$ cat config.mk
export PLATFORM = sky130hd
export DESIGN_NAME = csc_clock_control
export DESIGN_NICKNAME = d
export VERILOG_FILES = /design/src/design/csc_pkg.sv /design/src/design/csc_clock_control.sv /design/src/design/csc_prescaler.sv
export SDC_FILE = /design/constraint.sdc
export NUM_CORES = 1
export LEC_CHECK = 0
export ABC_AREA = 1
export ABC_CLOCK_PERIOD_IN_PS = 1900
export CAP_MARGIN = 25
export CORE_ASPECT_RATIO = 0.9
export CORE_MARGIN = 2
export CORE_UTILIZATION = 37
export DETAILED_ROUTE_END_ITERATION = 8
export DONT_BUFFER_PORTS = 1
export PLACE_DENSITY_LB_ADDON = 0.08
export SYNTH_ARGS = -nofsm -noshare
export SYNTH_HDL_FRONTEND = slang
export SYNTH_SLANG_ARGS = --single-unit
export TNS_END_PERCENT = 30
$ cat constraint.sdc
create_clock -name aclk -period 1.9 [get_ports aclk]
set_clock_uncertainty 0.2 [all_clocks]
set_input_delay 0.19 -clock aclk [delete_from_list [all_inputs] [get_ports aclk]]
set_output_delay 0.19 -clock aclk [all_outputs]
set_load 0.05 [all_outputs]
$ cat src/design/csc_pkg.sv
// package of constants, types and layouts for the clock source control
// assumes one 50 MHz bus clock and synchronous oscillator tick pulses
package csc_pkg;

	// fuse encodings, '0' is programmed
	localparam logic [3:0] CSC_SRC_EXT       = 4'h0;
	localparam logic [3:0] CSC_SRC_RESERVED  = 4'h1;
	localparam logic [3:0] CSC_SRC_RC_CAL    = 4'h2;
	localparam logic [3:0] CSC_SRC_RC_128K   = 4'h3;
	localparam logic [3:0] CSC_SRC_LF_LO     = 4'h4;
	localparam logic [3:0] CSC_SRC_FS_LO     = 4'h6;
	localparam logic [3:0] CSC_SRC_LP_LO     = 4'h8;
	localparam logic       CSC_FUSE_PROG     = 1'b0;

	// factory default fuse values
	localparam logic [3:0] CSC_DEF_SRC_SEL   = 4'h2;
	localparam logic [1:0] CSC_DEF_SUT       = 2'h2;
	localparam logic       CSC_DEF_DIV8      = 1'b0;

	// prescaler ratio with the divide fuse programmed
	localparam int         CSC_DIV_RATIO     = 8;

	// watchdog oscillator time-out counts
	localparam logic [14:0] CSC_TOUT_NONE    = 15'h0000;
	localparam logic [14:0] CSC_TOUT_SHORT   = 15'h0200;
	localparam logic [14:0] CSC_TOUT_LONG    = 15'h2000;

	// oscillator start-up counts
	localparam logic [14:0] CSC_SU_258       = 15'h0102;
	localparam logic [14:0] CSC_SU_1K        = 15'h0400;
	localparam logic [14:0] CSC_SU_16K       = 15'h4000;
	localparam logic [14:0] CSC_SU_EXT       = 15'h0006;
	localparam logic [14:0] CSC_RESET_EXTRA  = 15'h000E;

	// sleep modes
	typedef enum logic [2:0]
	{
		CSC_SLP_IDLE   = 3'h0,
		CSC_SLP_CONV   = 3'h1,
		CSC_SLP_PDOWN  = 3'h2,
		CSC_SLP_PSAVE  = 3'h3
	} csc_sleep_t;

	// start-up sequence, gray from hold to wake on the low power crystal path
	typedef enum logic [2:0]
	{
		CSC_ST_HOLD    = 3'b000,
		CSC_ST_TOUT    = 3'b001,
		CSC_ST_EXTRA   = 3'b011,
		CSC_ST_START   = 3'b010,
		CSC_ST_RUN     = 3'b110,
		CSC_ST_SLEEP   = 3'b111,
		CSC_ST_WAKE    = 3'b101
	} csc_state_t;

	// fuse set as sampled during reset
	typedef struct packed
	{
		logic [3:0] clock_source_select_fuses;
		logic [1:0] startup_time_fuses;
		logic       divide_by_eight_fuse;
	} csc_fuse_t;

	// clock domain enable pulses
	typedef struct packed
	{
		logic core_clock;
		logic peripheral_clock;
		logic program_memory_clock;
		logic async_timer_clock;
		logic converter_clock;
	} csc_domain_t;

	// register map
	localparam logic [3:0] CSC_REG_CTRL      = 4'h0;
	localparam logic [3:0] CSC_REG_STATUS    = 4'h4;
	localparam int         CSC_CTRL_GO_BIT   = 3;
	localparam logic [1:0] CSC_RESP_OKAY     = 2'h0;
	localparam logic [1:0] CSC_RESP_SLVERR   = 2'h2;

endpackage

$ cat src/design/csc_clock_control.sv
// clock source selection, start-up sequencing and clock domain gating
// assumes all tick and level inputs are synchronous to aclk
//
// Summary of operation
// decode four fuse bits into crystal, RC or external clock source
// fuse bit one is unprogrammed, zero is programmed
// reset default: calibrated RC, divide by eight, longest start-up
// hold internal reset a time-out after other resets release
// time-out counts 0, 512 or 8192 watchdog oscillator cycles
// oscillator cycle counter holds reset until start-up count elapses
// reset start uses time-out plus start-up; wake uses start-up only
// low power crystal upper select bits give the frequency range
// low power crystal start-up count: 258, 1K or 16K cycles
// low power crystal reset delay: 14 cycles plus chosen time-out
// every clock domain except the async timer runs at the prescaler output rate
// unused clock domains halt independently per sleep mode
// program memory clock gates together with the core clock
// async timer clock runs from its own source in every sleep mode but power-down
// converter clock stays on while core and peripherals halt
// level wake must hold until start-up ends, else no interrupt
// programmed divide fuse divides the internal clock by eight
// fuses sampled during reset and held constant while running
//
// The implementer's own choices: the address map and register access over AXI4-Lite.
`timescale 1ns/1ns
module csc_clock_control
(
	input  wire logic                 aclk,
	input  wire logic                 aresetn,
	// axi4-lite slave
	input  wire logic [3:0]           s_axi_awaddr,
	input  wire logic                 s_axi_awvalid,
	output logic                      s_axi_awready,
	input  wire logic [31:0]          s_axi_wdata,
	input  wire logic [3:0]           s_axi_wstrb,
	input  wire logic                 s_axi_wvalid,
	output logic                      s_axi_wready,
	output logic [1:0]                s_axi_bresp,
	output logic                      s_axi_bvalid,
	input  wire logic                 s_axi_bready,
	input  wire logic [3:0]           s_axi_araddr,
	input  wire logic                 s_axi_arvalid,
	output logic                      s_axi_arready,
	output logic [31:0]               s_axi_rdata,
	output logic [1:0]                s_axi_rresp,
	output logic                      s_axi_rvalid,
	input  wire logic                 s_axi_rready,
	// fuses, oscillators, reset and wake sources
	input  wire csc_pkg::csc_fuse_t   fuses,
	input  wire logic                 other_reset_active,
	input  wire logic                 osc_tick,
	input  wire logic                 watchdog_tick,
	input  wire logic                 async_source_tick,
	input  wire logic                 wake_event,
	input  wire logic                 wake_level,
	// outputs
	output logic                      internal_reset,
	output csc_pkg::csc_domain_t      domain_en,
	output logic                      wake_interrupt,
	output logic [2:0]                lp_freq_range
);
	import csc_pkg::*;

	typedef struct packed
	{
		csc_state_t  st;
		csc_fuse_t   fz;
		logic [14:0] cnt;
		logic        reset_o;
		logic        wake_irq;
		csc_sleep_t  mode;
		logic        aw_got;
		logic [3:0]  aw_addr;
		logic        w_got;
		logic [31:0] w_data;
		logic [3:0]  w_strb;
		logic        bvalid;
		logic [1:0]  bresp;
		logic        rvalid;
		logic [31:0] rdata;
		logic [1:0]  rresp;
	} csc_state_s_t;

	localparam csc_state_s_t RESET_S = '{
		st: CSC_ST_HOLD,
		fz: '{CSC_DEF_SRC_SEL, CSC_DEF_SUT, CSC_DEF_DIV8},
		cnt: '0, reset_o: 1'b1, wake_irq: 1'b0, mode: CSC_SLP_IDLE,
		aw_got: 1'b0, aw_addr: '0, w_got: 1'b0, w_data: '0, w_strb: '0,
		bvalid: 1'b0, bresp: CSC_RESP_OKAY, rvalid: 1'b0, rdata: '0,
		rresp: CSC_RESP_OKAY};

	csc_state_s_t s_r;
	csc_state_s_t s_nxt;
	logic         sys_tick;

	// low power crystal: select fuses at or above CSC_SRC_LP_LO
	function automatic logic is_lp(input csc_fuse_t f);
		return f.clock_source_select_fuses >= CSC_SRC_LP_LO;
	endfunction

	// watchdog time-out count for a reset start
	function automatic logic [14:0] tout_count(input csc_fuse_t f);
		logic [2:0] code;
		code = {f.clock_source_select_fuses[0], f.startup_time_fuses};
		if (is_lp(f))
		begin
			if (code == 3'h2 || code == 3'h5)
				return CSC_TOUT_NONE;
			else if (code == 3'h0 || code == 3'h3 || code == 3'h6)
				return CSC_TOUT_SHORT;
			else
				return CSC_TOUT_LONG;
		end
		else if (f.startup_time_fuses == 2'h0)
			return CSC_TOUT_NONE;
		else if (f.startup_time_fuses == 2'h1)
			return CSC_TOUT_SHORT;
		else
			return CSC_TOUT_LONG;
	endfunction

	// oscillator start-up count, used on both reset and wake
	function automatic logic [14:0] su_count(input csc_fuse_t f);
		logic [2:0] code;
		code = {f.clock_source_select_fuses[0], f.startup_time_fuses};
		if (is_lp(f))
		begin
			if (code <= 3'h1)
				return CSC_SU_258;
			else if (code <= 3'h4)
				return CSC_SU_1K;
			else
				return CSC_SU_16K;
		end
		else if (f.clock_source_select_fuses == CSC_SRC_EXT)
			return CSC_SU_EXT;
		else if (f.clock_source_select_fuses <= CSC_SRC_RC_128K)
			return CSC_SU_EXT;
		else
			return CSC_SU_1K;
	endfunction

	// prescaler shared by every domain but the async timer
	csc_prescaler u_pre
	(
		.aclk     (aclk),
		.aresetn  (aresetn),
		.divide   (s_r.fz.divide_by_eight_fuse == CSC_FUSE_PROG),
		.osc_tick (osc_tick),
		.sys_tick (sys_tick)
	);

	// sequencer and register slave
	always_comb
	begin
		s_nxt = s_r;
		s_nxt.wake_irq = 1'b0;
		case (s_r.st)
			CSC_ST_HOLD:
			begin
				s_nxt.fz = fuses;
				s_nxt.reset_o = 1'b1;
				if (!other_reset_active)
				begin
					s_nxt.st = CSC_ST_TOUT;
					s_nxt.cnt = tout_count(fuses);
				end
			end
			CSC_ST_TOUT:
			begin
				if (s_r.cnt == '0)
				begin
					s_nxt.st = is_lp(s_r.fz) ? CSC_ST_EXTRA : CSC_ST_START;
					s_nxt.cnt = is_lp(s_r.fz) ? CSC_RESET_EXTRA
						: su_count(s_r.fz);
				end
				else if (watchdog_tick)
					s_nxt.cnt = s_r.cnt - 1'b1;
			end
			CSC_ST_EXTRA:
			begin
				if (s_r.cnt == '0)
				begin
					s_nxt.st = CSC_ST_START;
					s_nxt.cnt = su_count(s_r.fz);
				end
				else if (osc_tick)
					s_nxt.cnt = s_r.cnt - 1'b1;
			end
			CSC_ST_START, CSC_ST_WAKE:
			begin
				if (s_r.cnt == '0)
				begin
					s_nxt.st = CSC_ST_RUN;
					s_nxt.reset_o = 1'b0;
					s_nxt.wake_irq = (s_r.st == CSC_ST_WAKE) && wake_level;
				end
				else if (osc_tick)
					s_nxt.cnt = s_r.cnt - 1'b1;
			end
			CSC_ST_RUN:
			begin
				if (s_r.w_got && s_r.aw_got && !s_r.bvalid
					&& s_r.aw_addr == CSC_REG_CTRL && s_r.w_strb[0]
					&& s_r.w_data[CSC_CTRL_GO_BIT])
					s_nxt.st = CSC_ST_SLEEP;
			end
			CSC_ST_SLEEP:
			begin
				if (wake_event || wake_level)
				begin
					s_nxt.st = CSC_ST_WAKE;
					s_nxt.cnt = su_count(s_r.fz);
				end
			end
			default:
				s_nxt.st = CSC_ST_HOLD;
		endcase

		// write channel: address and data taken in either order
		if (s_axi_awvalid && !s_r.aw_got)
		begin
			s_nxt.aw_got = 1'b1;
			s_nxt.aw_addr = s_axi_awaddr;
		end
		if (s_axi_wvalid && !s_r.w_got)
		begin
			s_nxt.w_got = 1'b1;
			s_nxt.w_data = s_axi_wdata;
			s_nxt.w_strb = s_axi_wstrb;
		end
		if (s_r.aw_got && s_r.w_got && !s_r.bvalid)
		begin
			s_nxt.bvalid = 1'b1;
			s_nxt.bresp = CSC_RESP_OKAY;
			if (s_r.aw_addr == CSC_REG_CTRL)
			begin
				if (s_r.w_strb[0])
					s_nxt.mode = csc_sleep_t'(s_r.w_data[2:0]);
			end
			else if (s_r.aw_addr != CSC_REG_STATUS)
				s_nxt.bresp = CSC_RESP_SLVERR;
		end
		if (s_r.bvalid && s_axi_bready)
		begin
			s_nxt.bvalid = 1'b0;
			s_nxt.aw_got = 1'b0;
			s_nxt.w_got = 1'b0;
		end

		// read channel
		if (s_axi_arvalid && !s_r.rvalid)
		begin
			s_nxt.rvalid = 1'b1;
			s_nxt.rresp = CSC_RESP_OKAY;
			if (s_axi_araddr == CSC_REG_CTRL)
				s_nxt.rdata = {29'h0, s_r.mode};
			else if (s_axi_araddr == CSC_REG_STATUS)
				s_nxt.rdata = {16'h0, 5'h0, s_r.st, 1'b0, s_r.fz};
			else
			begin
				s_nxt.rdata = '0;
				s_nxt.rresp = CSC_RESP_SLVERR;
			end
		end
		else if (s_r.rvalid && s_axi_rready)
			s_nxt.rvalid = 1'b0;
	end

	// one register for the whole state
	always_ff @(posedge aclk)
	begin
		if (!aresetn)
			s_r <= RESET_S;
		else
			s_r <= s_nxt;
	end

	// domain gating: prescaler rate for all but the async timer, halted per sleep mode
	logic run_on;
	logic slp;
	assign run_on = (s_r.st == CSC_ST_RUN);
	assign slp = (s_r.st == CSC_ST_SLEEP) || (s_r.st == CSC_ST_WAKE);
	assign domain_en.core_clock = sys_tick & run_on;
	assign domain_en.program_memory_clock = sys_tick & run_on;
	assign domain_en.peripheral_clock = sys_tick
		& (run_on | (slp & s_r.mode == CSC_SLP_IDLE));
	assign domain_en.converter_clock = sys_tick & (run_on | (slp
		& (s_r.mode == CSC_SLP_IDLE || s_r.mode == CSC_SLP_CONV)));
	assign domain_en.async_timer_clock = async_source_tick
		& (run_on | (slp & s_r.mode != CSC_SLP_PDOWN));

	assign internal_reset = s_r.reset_o;
	assign wake_interrupt = s_r.wake_irq;
	assign lp_freq_range = is_lp(s_r.fz)
		? s_r.fz.clock_source_select_fuses[3:1] : 3'h0;

	assign s_axi_awready = !s_r.aw_got;
	assign s_axi_wready = !s_r.w_got;
	assign s_axi_bvalid = s_r.bvalid;
	assign s_axi_bresp = s_r.bresp;
	assign s_axi_arready = !s_r.rvalid;
	assign s_axi_rvalid = s_r.rvalid;
	assign s_axi_rdata = s_r.rdata;
	assign s_axi_rresp = s_r.rresp;
endmodule

$ cat src/design/csc_prescaler.sv
// system clock prescaler: one enable per oscillator tick, or per eighth
// assumes osc_tick is a one-cycle pulse synchronous to aclk
`timescale 1ns/1ns
module csc_prescaler
#(
	parameter int RATIO = csc_pkg::CSC_DIV_RATIO
)
(
	input  wire logic aclk,
	input  wire logic aresetn,
	input  wire logic divide,
	input  wire logic osc_tick,
	output logic      sys_tick
);
	import csc_pkg::*;

	typedef struct packed
	{
		logic [$clog2(RATIO)-1:0] cnt;
		logic                     tick;
	} csc_pre_state_t;

	csc_pre_state_t s_r;
	csc_pre_state_t s_nxt;

	// count oscillator ticks, emit on wrap when dividing
	always_comb
	begin
		s_nxt = s_r;
		s_nxt.tick = 1'b0;
		if (osc_tick)
		begin
			if (!divide)
				s_nxt.tick = 1'b1;
			else if (s_r.cnt == ($clog2(RATIO))'(RATIO - 1))
			begin
				s_nxt.cnt = '0;
				s_nxt.tick = 1'b1;
			end
			else
				s_nxt.cnt = s_r.cnt + 1'b1;
		end
	end

	always_ff @(posedge aclk)
	begin
		if (!aresetn)
			s_r <= '0;
		else
			s_r <= s_nxt;
	end

	assign sys_tick = s_r.tick;
endmodule

Yosys cells after proc, flatten, opt, wreduce, memory -nomap -nowiden --
Index checks and enable logic that the tools add are counted. Widths: inputs -> output; s select.
Word-level totals: register bits after elaboration 83, bits of input ports 64, output and inout port bits 51
Cells by class: add/subtract/negate cells 2, $lt $le $gt $ge 5, equality and inequality tests 24, mux-type cells 41, bitwise operators 12, reduce and logical (&&, ||, !) cells 41
Operators by type and width (count):
- $mux 15 | 12
- $pmux 15 s5 | 1
- $mux 14 | 4
- $mux 11 | 4
- $mux 3 | 8
- $eq 3x3->1 const B | 6
- $pmux 3 s6 | 1
- $logic_not 15->1 | 1
- $sub 15x1->15 const B | 1
- $eq 3x2->1 const B | 4
- $logic_not 4->1 | 3
- $ne 2x2->1 const B | 6
- $logic_and 1x1->1 | 11
- $mux 2 | 5
- $logic_not 3->1 | 3
- $ge 4x4->1 const B | 2
- $and 1x1->1 | 7
- $eq 3x1->1 const B | 2
- $logic_or 1x1->1 | 6
- $reduce_and 2->1 | 3
- $reduce_and 3->1 | 2
- $reduce_and 6->1 | 1
- $mux 1 | 5
- $reduce_and 5->1 | 1
- other kinds (18) | 26

Depth between registers and ports, before layout --
depth in word-level cells 8, gate-level depth with buffers 14, depth with buffers taken out 14

Modules after synthesis --
A second synthesis with hierarchy kept.
Unflattened totals: cell total of the unflattened synthesis 529, area total of the unflattened synthesis 3663.5 µm²
Modules (own cells, without submodules):
- csc_clock_control | instances 1, cells each 507, area an instance 3485.8 µm²
- csc_prescaler | instances 1, cells each 22, area an instance 177.7 µm²

Worst setup path after synthesis --
OpenSTA, ideal clock, no wires.
path kind register to output, start point register s_r[108] in the netlist's numbering, end point output domain_en[3] in the netlist's numbering, arrival 1.955 ns, slack -0.445 ns, stages on the path, launching flop included 6, path buffers 0, cells stage by stage dfxtp_1 inv_2 nor2_1 nand2_1 a21oi_1 o21a_1
RTL lines:
- start: declaration | RTL line csc_clock_control.sv:92 | csc_state_s_t s_r;
- start signal: assignment | RTL line csc_clock_control.sv:276 | s_r <= s_nxt;
- end: declaration | RTL line csc_clock_control.sv:58 | output csc_pkg::csc_domain_t domain_en,

==> results.cfg <==
[yosys]
syn_inst = 538
yosys.area.top_type = dfxtp_1
avgSynthCellArea_um2 = 6.76
synth.mux.area_fraction_pct = 0
synth_top_area_share_pct = 32.5
synthArstFlopShare_pct = 0
synth-edff-count = 0
yosys_warnings = 0
synth.most_common_cell = nand2_1
ys_seq_area_share_pct = 32.5
synth-xor-area-share_pct = 1.69
synth_common_cells = nand2_1 (109), nor2_1 (64), dfxtp_1 (59)
synth_simple_gate_area_share_pct = 30.4
synth_top_family_by_area = simple AND/OR/NAND/NOR gates
synthAdderAreaFrac_pct = 1.65
netlist_top_cells_area = dfxtp_1 (32%), nand2_1 (11%), buf_4 (7.8%)
synthesis.area_mm2 = 0.00364
ys_types = 41
synth-compound-area-share_pct = 17.4
synthFlopType = dfxtp_1
ys_ff_latch = 59

[place]
dp_hpwl_um = 7530
place_congestion = 0.844
portBuffers = 0
dpl-instance-area_mm2 = 0.00409
place_ws_ns = -0.199

[grt]
globalRouteOverflowTotal = 0
antenna_found_initial = 0
grt_pass1_wl_um = 17500
grt_usage_pct = 21.0
grt_pass1_vias = 3555
grt_max_degree = 18

[die]
die_x_um = 109
rows = 34
core_area_mm2 = 0.00961
initial_utilization_pct = 37.8
die_h_um = 98.1
die_area_mm2 = 0.0106
ios = 115

[drt]
wl_um = 10800
vias = 3708
viasPerCell = 4.84
drtIter0Drc = 130
drc = 0
routedWlPerCell_um = 14.1
drt_pre_antenna_iters = 4
drtAntennaViolNets = 0

[cts]
cts_buffers = 9
cts_htree_levels = 3
cts_tree = built
path_clk_slew_ns = 0.08
clockBufferDepth = 2
cts.sinks = 59
cts-root-buf = clkbuf_8
clk_latency_ns = 0.34

[timing]
rsz0062_at_grt = yes
hold_viol_final = 0
layout_worst_path_cycle_share_pct = 104
max_freq_mhz = 505
worst_slack_ns = -0.0817
max_slew_margin_pct = 54.8
setup_viol = 15
final-max-slew-violation-count = 0
period_minus_slack_ns = 1.98
tightestPinTransition_ns = 0.678

[finish]
fin_nets = 703
fillers = 974
final_util_pct = 51.9
n_antenna_cell = 0
drive_gt1_share_pct = 29.1
design_area_mm2 = 0.00499
area_growth_pct = 37.2

[worst_setup_path]
worst-path-max-fanout = 5
cp-start-kind = register
arrival_ns = 1.59
cp-end-kind = primary output
timing_worst_setup_path_type = reg2out
worstPathRequired_ns = 1.51
r2r_slack_ns = -0.05

[power]
p_leak_nw = 2.23
vdd_drop_max_mv = 0.724
power_w = 0.00807
cellPowerDensity_mw_per_mm2 = 1620

[status]
status = finished with violations
violations = setup timing

[run]
maxCapViolCount = 0

[hold_path]
hold_class = in2reg
power by group:
part / total [W] / leakage [nW] / internal (W) / switching, W
combinational: 0.00531 / 1.65 / 0.00219 / 0.00312
clock: 0.00106 / 0.0896 / 0.000479 / 0.000584
sequential: 0.00169 / 0.487 / 0.00147 / 0.000219
total: 0.00807 / 2.23 / 0.00414 / 0.00393
cells in the final DEF, fill, tap and decap left out, types with 8 or more instances in the layout:
cell type	instances
inv_2	10
nor2_1	53
dlygate4sd3_1	39
nor2_2	8
clkbuf_8	9
a21oi_1	29
nand2_1	100
nand2_2	20
nand3_2	10
nor2_4	10
dfxtp_1	52
a21oi_2	15
inv_1	48
conb_1	24
buf_4	62
nand3_1	26
o21ai_0	42
worst max-delay path: stages (launching register included):
cell     delay (ns)
dfxtp_4        0.39
buf_4          0.16
nand4_1        0.14
a21oi_2        0.22
o21a_1         0.19
buf_12         0.14
flip-flops by register name, indices dropped and copies added (netlist names), named ones only:
register,count
wake_interrupt,1
s_axi_rdata,10
s_axi_rvalid,1
internal_reset,1
s_axi_bresp,1
u_pre.s_r,3
s_r,38
s_axi_rresp,1
s_axi_bvalid,1
u_pre.sys_tick,1
logic make-up after synthesis:
family,after synthesis
AO/OA/AOI/OAI,107
XOR/XNOR,7
adder cells (fa/ha/maj),5
buffers and inverters,113
flip-flops,59
other,1
AND/OR/NAND/NOR,246
metal layers:
layer | vias to the layer above | part of all wire [%] | GRT usage (%)
met3 | 5 | 5.9 | 3.40
met1 | 1737 | 48 | 30.7
met5 | - | 0 | 0
met2 | 90 | 45 | 31.4
li1 | 1876 | - | -
met4 | 0 | 0.75 | 6.80
final timing paths:
kind | cells after the start | start | endpoint
worst min-delay path | 4 | fuses[1] | s_r[94]$_SDFFE_PN0P_
worst max-delay path | 5 | register | domain_en[3]
worst max register to register | 13 | s_r[86]$_SDFFE_PN0P_ | s_r[91]$_SDFFE_PN0P_
worst min register to register | 2 | s_r[76]$_SDFFE_PN0P_ | s_r[76]$_SDFFE_PN0P_
stage by stage:
step                instances  hold slack, ns  setup TNS [ns]
CTS                       763         0.00141          -0.476
finish                    766         0.00927          -0.500
floorplan                 561           0.103          -0.235
global route              766          0.0298           -2.86
global placement          701          0.0806           -1.18
detailed placement        701          0.0846           -1.68
area by class of cell:
type,instances,area (um^2),share of cell area (%)
inverter,61,235,4.71
clock buffer,9,124,2.48
timing repair buffer,115,1080,21.7
tap,126,158,3.16
clock inverter,7,52.6,1.05
multi-input combinational,389,2140,43.0
sequential,59,1200,24.0
timing repair:
item                                    CTS  global route
hold buffers                             40             0
pin swaps                                 7            16
gates resized for setup                  32            42
endpoints found under the hold margin    45             0
gates cloned                              0             1
endpoints found under the setup margin   21            31
setup buffers                             7             2
Power figures use the tool's default switching activity.
